$ cat src/verilog/dlg_pkg.sv
package dlg_pkg;
  localparam logic [7:0] DLG_MAIN_DAMP_OFFSET = 8'h6B;
  localparam logic [7:0] DLG_SEC_GAIN_OFFSET = 8'h6C;
  localparam logic [7:0] DLG_MAIN_DAMP_RESET = 8'h13;
  localparam logic [7:0] DLG_SEC_GAIN_RESET = 8'hC2;
  localparam logic [7:0] DLG_MAIN_DAMP_MASK = 8'h77;
  localparam logic [7:0] DLG_SEC_GAIN_MASK = 8'hF7;
  localparam int DLG_CODE_LSB = 0;
  localparam int DLG_AGAIN_LSB = 4;
  localparam int DLG_ENABLE_BIT = 7;
  // bandwidth classes
  localparam logic [2:0] DLG_BW_4HZ = 3'h0;
  localparam logic [2:0] DLG_BW_8HZ = 3'h1;
  localparam logic [2:0] DLG_BW_18HZ = 3'h2;
  localparam logic [2:0] DLG_BW_35HZ = 3'h3;
  localparam logic [2:0] DLG_BW_70HZ = 3'h4;
  // damping factor encoding, tenths of a unit
  localparam logic [7:0] DLG_DF_1P2 = 8'h0C;
  localparam logic [7:0] DLG_DF_2P5 = 8'h19;
  localparam logic [7:0] DLG_DF_5 = 8'h32;
  localparam logic [7:0] DLG_DF_10 = 8'h64;
  localparam logic [7:0] DLG_DF_20 = 8'hC8;
endpackage : dlg_pkg
$ cat src/verilog/dlg_damping_lut.sv
`timescale 1ns/1ns
module dlg_damping_lut
(
  input wire logic [2:0] code,
  input wire logic [2:0] bw_class,
  output logic [7:0] factor
);
  logic [7:0] full;
  always_comb
  begin
    case (code)
      3'h1: full = dlg_pkg::DLG_DF_1P2;
      3'h2: full = dlg_pkg::DLG_DF_2P5;
      3'h3: full = dlg_pkg::DLG_DF_5;
      3'h4: full = dlg_pkg::DLG_DF_10;
      3'h5: full = dlg_pkg::DLG_DF_20;
      // unused codes fall back to the default factor
      default: full = dlg_pkg::DLG_DF_5;
    endcase
    factor = full;
    case (bw_class)
      dlg_pkg::DLG_BW_4HZ: factor = dlg_pkg::DLG_DF_5;
      dlg_pkg::DLG_BW_8HZ:
        if (full < dlg_pkg::DLG_DF_2P5) factor = dlg_pkg::DLG_DF_2P5;
        else factor = dlg_pkg::DLG_DF_5;
      dlg_pkg::DLG_BW_18HZ:
        if (full > dlg_pkg::DLG_DF_5) factor = dlg_pkg::DLG_DF_5;
        else factor = full;
      dlg_pkg::DLG_BW_35HZ:
        if (full > dlg_pkg::DLG_DF_10) factor = dlg_pkg::DLG_DF_10;
        else factor = full;
      default: factor = full;
    endcase
  end
endmodule : dlg_damping_lut

$ cat src/verilog/dlg_loop_gain_cfg.sv
`timescale 1ns/1ns
module dlg_loop_gain_cfg
(
  input wire logic ref_clk,
  input wire logic rstn,
  input wire logic [7:0] addr,
  input wire logic wr_en,
  input wire logic [7:0] wr_data,
  input wire logic rd_en,
  input wire logic [2:0] main_bw_class,
  input wire logic main_low_rate_ref,
  input wire logic sec_digital_mode,
  input wire logic sec_high_rate_ref,
  output logic [7:0] rd_data,
  output logic rd_hit,
  output logic [2:0] main_loop_damping_code,
  output logic [7:0] main_damping_factor,
  output logic main_gain_override,
  output logic [2:0] main_pd_gain,
  output logic sec_gain_override,
  output logic [2:0] sec_pd_gain
);
  logic [7:0] main_reg;
  logic [7:0] sec_reg;
  logic [7:0] next_main_reg;
  logic [7:0] next_sec_reg;
  logic [7:0] next_rd_data;
  logic next_rd_hit;
  logic [7:0] factor_c;
  logic next_main_ovr;
  logic [2:0] next_main_gain;
  logic next_sec_ovr;
  logic [2:0] next_sec_gain;

  dlg_damping_lut u_lut
  (
    .code(main_reg[2:0]),
    .bw_class(main_bw_class),
    .factor(factor_c)
  );

  always_comb
  begin
    next_main_reg = main_reg;
    next_sec_reg = sec_reg;
    next_rd_data = 8'h00;
    next_rd_hit = 1'b0;
    // codes 000/111 are stored as written; the lookup falls back to default
    if (wr_en && addr == dlg_pkg::DLG_MAIN_DAMP_OFFSET)
      next_main_reg = wr_data & dlg_pkg::DLG_MAIN_DAMP_MASK;
    if (wr_en && addr == dlg_pkg::DLG_SEC_GAIN_OFFSET)
      next_sec_reg = wr_data & dlg_pkg::DLG_SEC_GAIN_MASK;
    if (rd_en)
    begin
      case (addr)
        dlg_pkg::DLG_MAIN_DAMP_OFFSET:
        begin
          next_rd_data = main_reg;
          next_rd_hit = 1'b1;
        end
        dlg_pkg::DLG_SEC_GAIN_OFFSET:
        begin
          next_rd_data = sec_reg;
          next_rd_hit = 1'b1;
        end
        default: next_rd_data = 8'h00;
      endcase
    end
    // main analog gain only below or at 8 kHz, gated by the secondary enable
    next_main_ovr = sec_reg[dlg_pkg::DLG_ENABLE_BIT] && !sec_digital_mode
      && main_low_rate_ref;
    next_main_gain = main_reg[dlg_pkg::DLG_AGAIN_LSB +: 3];
    if (sec_digital_mode)
    begin
      next_sec_ovr = 1'b1;
      next_sec_gain = sec_reg[dlg_pkg::DLG_CODE_LSB +: 3];
    end
    else
    begin
      next_sec_ovr = sec_reg[dlg_pkg::DLG_ENABLE_BIT] && sec_high_rate_ref;
      next_sec_gain = sec_reg[dlg_pkg::DLG_AGAIN_LSB +: 3];
    end
  end

  always_ff @(posedge ref_clk)
  begin
    if (!rstn)
    begin
      main_reg <= dlg_pkg::DLG_MAIN_DAMP_RESET;
      sec_reg <= dlg_pkg::DLG_SEC_GAIN_RESET;
      rd_data <= 8'h00;
      rd_hit <= 1'b0;
      main_loop_damping_code <= dlg_pkg::DLG_MAIN_DAMP_RESET[2:0];
      main_damping_factor <= dlg_pkg::DLG_DF_5;
      main_gain_override <= 1'b0;
      main_pd_gain <= 3'h0;
      sec_gain_override <= 1'b0;
      sec_pd_gain <= 3'h0;
    end
    else
    begin
      main_reg <= next_main_reg;
      sec_reg <= next_sec_reg;
      rd_data <= next_rd_data;
      rd_hit <= next_rd_hit;
      main_loop_damping_code <= main_reg[2:0];
      main_damping_factor <= factor_c;
      main_gain_override <= next_main_ovr;
      main_pd_gain <= next_main_gain;
      sec_gain_override <= next_sec_ovr;
      sec_pd_gain <= next_sec_gain;
    end
  end
endmodule : dlg_loop_gain_cfg

$ cat config.mk
export PLATFORM = sky130hd
export DESIGN_NAME = dlg_loop_gain_cfg
export DESIGN_NICKNAME = d
export VERILOG_FILES = /design/src/verilog/dlg_pkg.sv /design/src/verilog/dlg_damping_lut.sv /design/src/verilog/dlg_loop_gain_cfg.sv
export SDC_FILE = /design/constraint.sdc
export NUM_CORES = 1
export LEC_CHECK = 0
export BUFFER_PORTS_ARGS = -buffer_cell sky130_fd_sc_hd__buf_2
export CORE_UTILIZATION = 45
export CTS_BUF_LIST = sky130_fd_sc_hd__clkbuf_4 sky130_fd_sc_hd__clkbuf_8
export DETAILED_ROUTE_END_ITERATION = 6
export PLACE_DENSITY = 0.76
export SYNTH_ARGS = -nofsm -noshare
export SYNTH_HDL_FRONTEND = slang
export SYNTH_SLANG_ARGS = --single-unit
$ cat constraint.sdc
create_clock -name ref_clk -period 1.2 [get_ports ref_clk]
set_input_delay 0.18 -clock ref_clk [delete_from_list [all_inputs] [get_ports ref_clk]]
set_output_delay 0.18 -clock ref_clk [all_outputs]
set_load 0.02 [all_outputs]
==> reports/qor.yml <==
yosys:
  synth_top_family_by_area: "simple AND/OR/NAND/NOR gates"
  synthDominantCellAreaShare_pct: 54.1
  synth_edf_count: 0
  synth-main-ff-cell: "dfxtp_1"
  synth.most_common_cell: "dfxtp_1"
  muxShareOfSynthArea_pct: 6.08
  synth-async-reset-ratio_pct: 0
  yosys_warnings: 0
  syn_inst: 144
  netlist_area_um2: 1480
  synth_nets: 170
  netlist_top_cells_area: "dfxtp_1 (54%), mux2i_1 (6.1%), nor2b_1 (3.8%)"
  synth-compound-area-share_pct: 11.8
  ys_top_cells_by_count: "dfxtp_1 (40), nor2_1 (14), mux2i_1 (9), nor2b_1 (9), nand2_1 (8)"
  ys_seq_area_share_pct: 54.1
  synth_area_per_cell_um2: 10.3
  synthSimpleGateAreaFrac_pct: 21.6
  synth_fa_ha_area_share_pct: 0
  synthXorXnorAreaFrac_pct: 0.591
  ys_ff_latch: 40
  synth_top_area_cell: "dfxtp_1"
  synth_cell_types: 33
detailed_routing:
  vias: 1209
  first_pass_iters: 4
  wl_um: 2900
  viasPerCell: 4.89
  post_drt_wl_per_cell_um: 11.8
  drt_iter0_markers: 22
  drc: 0
  postRouteAntennaNets: 0
hold_path:
  hold_class: "in -> reg"
  holdPathEnd: "sec_reg[7]"
  min_from: "wr_data[7]"
  min_path_cells: 3
grt:
  grt_antenna_before_repair: 0
  grt.total_usage_pct: 17.3
  overflow: 0
  grt_pass1_wl_um: 4460
  grt_max_degree: 30
  grt_pass1_vias: 1026
worst_setup_path:
  path_cells: "or3b_4 > a21oi_2 > o21ai_0"
  rr_worst_depth: 3
  reg2reg_slack_ps: 50
  worst_path_dominant_cell_family: "flip-flops"
  worst-path-max-fanout: 6
  crit_type: "reg -> reg"
  critPathRequiredTime_ps: 1420
  crit_path_top_delay_cell: "dfxtp_4"
  r2r-end: "main_damping_factor[5]"
  critical_path_buf_inv_count: 0
  setup.worst_path.start_class: "flip-flop"
  worst_setup_path_end_kind: "flip-flop"
  rr_startpoint: "main_reg[1]"
  arrival_ps: 1370
  cp_slowest_stage_delay_ps: 390
place:
  placed_cells: 239
  pre_cts_ws_ps: -70.0
  dp_hpwl_um: 2120
  gp_congestion: 0.794
  place.port_buffers: 51
timing:
  finalSetupViolations: 0
  worst_slack_ps: 52.5
  rsz0062_at_grt: "no"
  fmaxAchievable_mhz: 871
  fin_crit_sh_pct: 95.6
  skew_ps: 5.01
  hold_violations: 0
  slew_viol_final: 0
  period_minus_slack_ps: 1150
floorplanning:
  fp.dieArea_um2: 3530
  core_um2: 3080
  ios: 54
  die_h_um: 59.4
  rows: 20
  die_w_um: 59.4
  start_util_pct: 48.1
pwr:
  p_clk_share_pct: 33.0
  power_frac_comb_pct: 7.0
  ir_drop_mv: 0.534
  p_sw_share_pct: 21.9
  powerDensity_nw_per_um2: 1190
  power_frac_seq_pct: 60.1
  leakagePower_nw: 0.895
  switchingPower_uw: 489
  intPower_mw: 1.74
clocking:
  post_cts_buffers: 0
  cts_hold_buf: 0
  path_clk_slew_ps: 100
  clock-root-buffer: "clkbuf_4"
  cts_buffers: 5
  clock_sinks: 40
  cts_tree: "done"
  clk-insertion-delay-late_ps: 340
  htree_levels: 2
  clockBufferDepth: 2
job:
  max_cap_violations: 0
layout:
  area_delta_synth_final_pct: 26.5
  final.fill_count: 282
  stdcell_count: 247
  antennaDiodeCount: 0
  largest_register_ffs: 8
  nNetsFinal: 228
  drive_gt1_share_pct: 38.9
run_status:
  outcome: "finished, final reports clean"
[repair_timing]
| action | CTS | global route |
|---|---|---|
| pin swaps | 0 | 1 |
| cloned | 0 | 0 |
| endpoints found under the setup margin | 2 | 3 |
| gates resized for setup | 2 | 7 |
[area by class of cell]
type                            count  area, µm²  area share [%]
Tap cell                           44       55.1            2.94
Clock buffer                        8       66.3            3.54
Timing Repair Buffer               59        315            16.8
Multi-Input combinational cell     90        609            32.5
Sequential cell                    40        806            43.0
Inverter                            6       22.5            1.20
[placed cells by master (no fill, tap or decap), types with 3 or more instances in the layout]
master / n
nand3_1: 4
clkbuf_4: 7
inv_1: 6
o21a_1: 4
nand2_1: 8
o21ai_0: 5
a21oi_1: 4
dfxtp_1: 38
buf_2: 51
nor3b_1: 3
a22oi_1: 6
nor2_1: 14
mux2i_1: 9
buf_4: 8
nor2b_1: 8
[worst min-delay path: stages]
cell and delay (ps):
buf_2 80, mux2i_1 50, nand2_1 50
[through the flow]
step           power [mW]  instance area [µm²]  hold slack [ps]  setup TNS, ps  utilization [%]
2_1_floorplan        1.46                 1480              275              0                -
3_3_place_gp         1.52                 1790              398          -65.4             58.2
3_5_place_dp         1.53                 1790              404           -170             58.2
4_1_cts              2.25                 1860             45.9              0             60.5
5_1_grt              2.32                 1870             47.7              0             60.9
6_report             2.23                 1870             61.1              0             60.9
[kinds of logic after synthesis]
family          Yosys count
mux                       9
other cells               1
xor+xnor                  1
buf+inv                  14
simple gates             52
flops                    40
compound gates           27
[how the worst max path moves through the flow]
stage,from,to,depth (start not counted),slack [ps]
2_1_floorplan,main_reg[1],main_damping_factor[5],3,90
4_1_cts,main_reg[1],main_damping_factor[2],4,30
3_5_place_dp,addr[7],main_reg[0],5,-70
5_1_grt,main_reg[1],main_damping_factor[1],5,4
3_3_place_gp,addr[7],main_reg[0],5,-50
6_report,main_reg[1],main_damping_factor[5],3,50
[per-layer routing]
layer	GRT usage, %	share of wire (%)	vias to the layer above
li1	-	-	609
met1	20.8	44	566
met2	28.4	50	26
met3	3.49	3.9	8
met4	10.2	2.3	0
met5	0	0	-
[power by group through the flow]
stage	sequential, mW	clock, mW	combinational (mW)
CTS	1.34	0.751	0.155
detailed placement	1.37	0	0.154
finish	1.34	0.735	0.155
global placement	1.37	0	0.151
floorplan	1.39	0	0.0712
global route	1.34	0.806	0.169
Note: power is estimated with default switching activity, not from simulation.
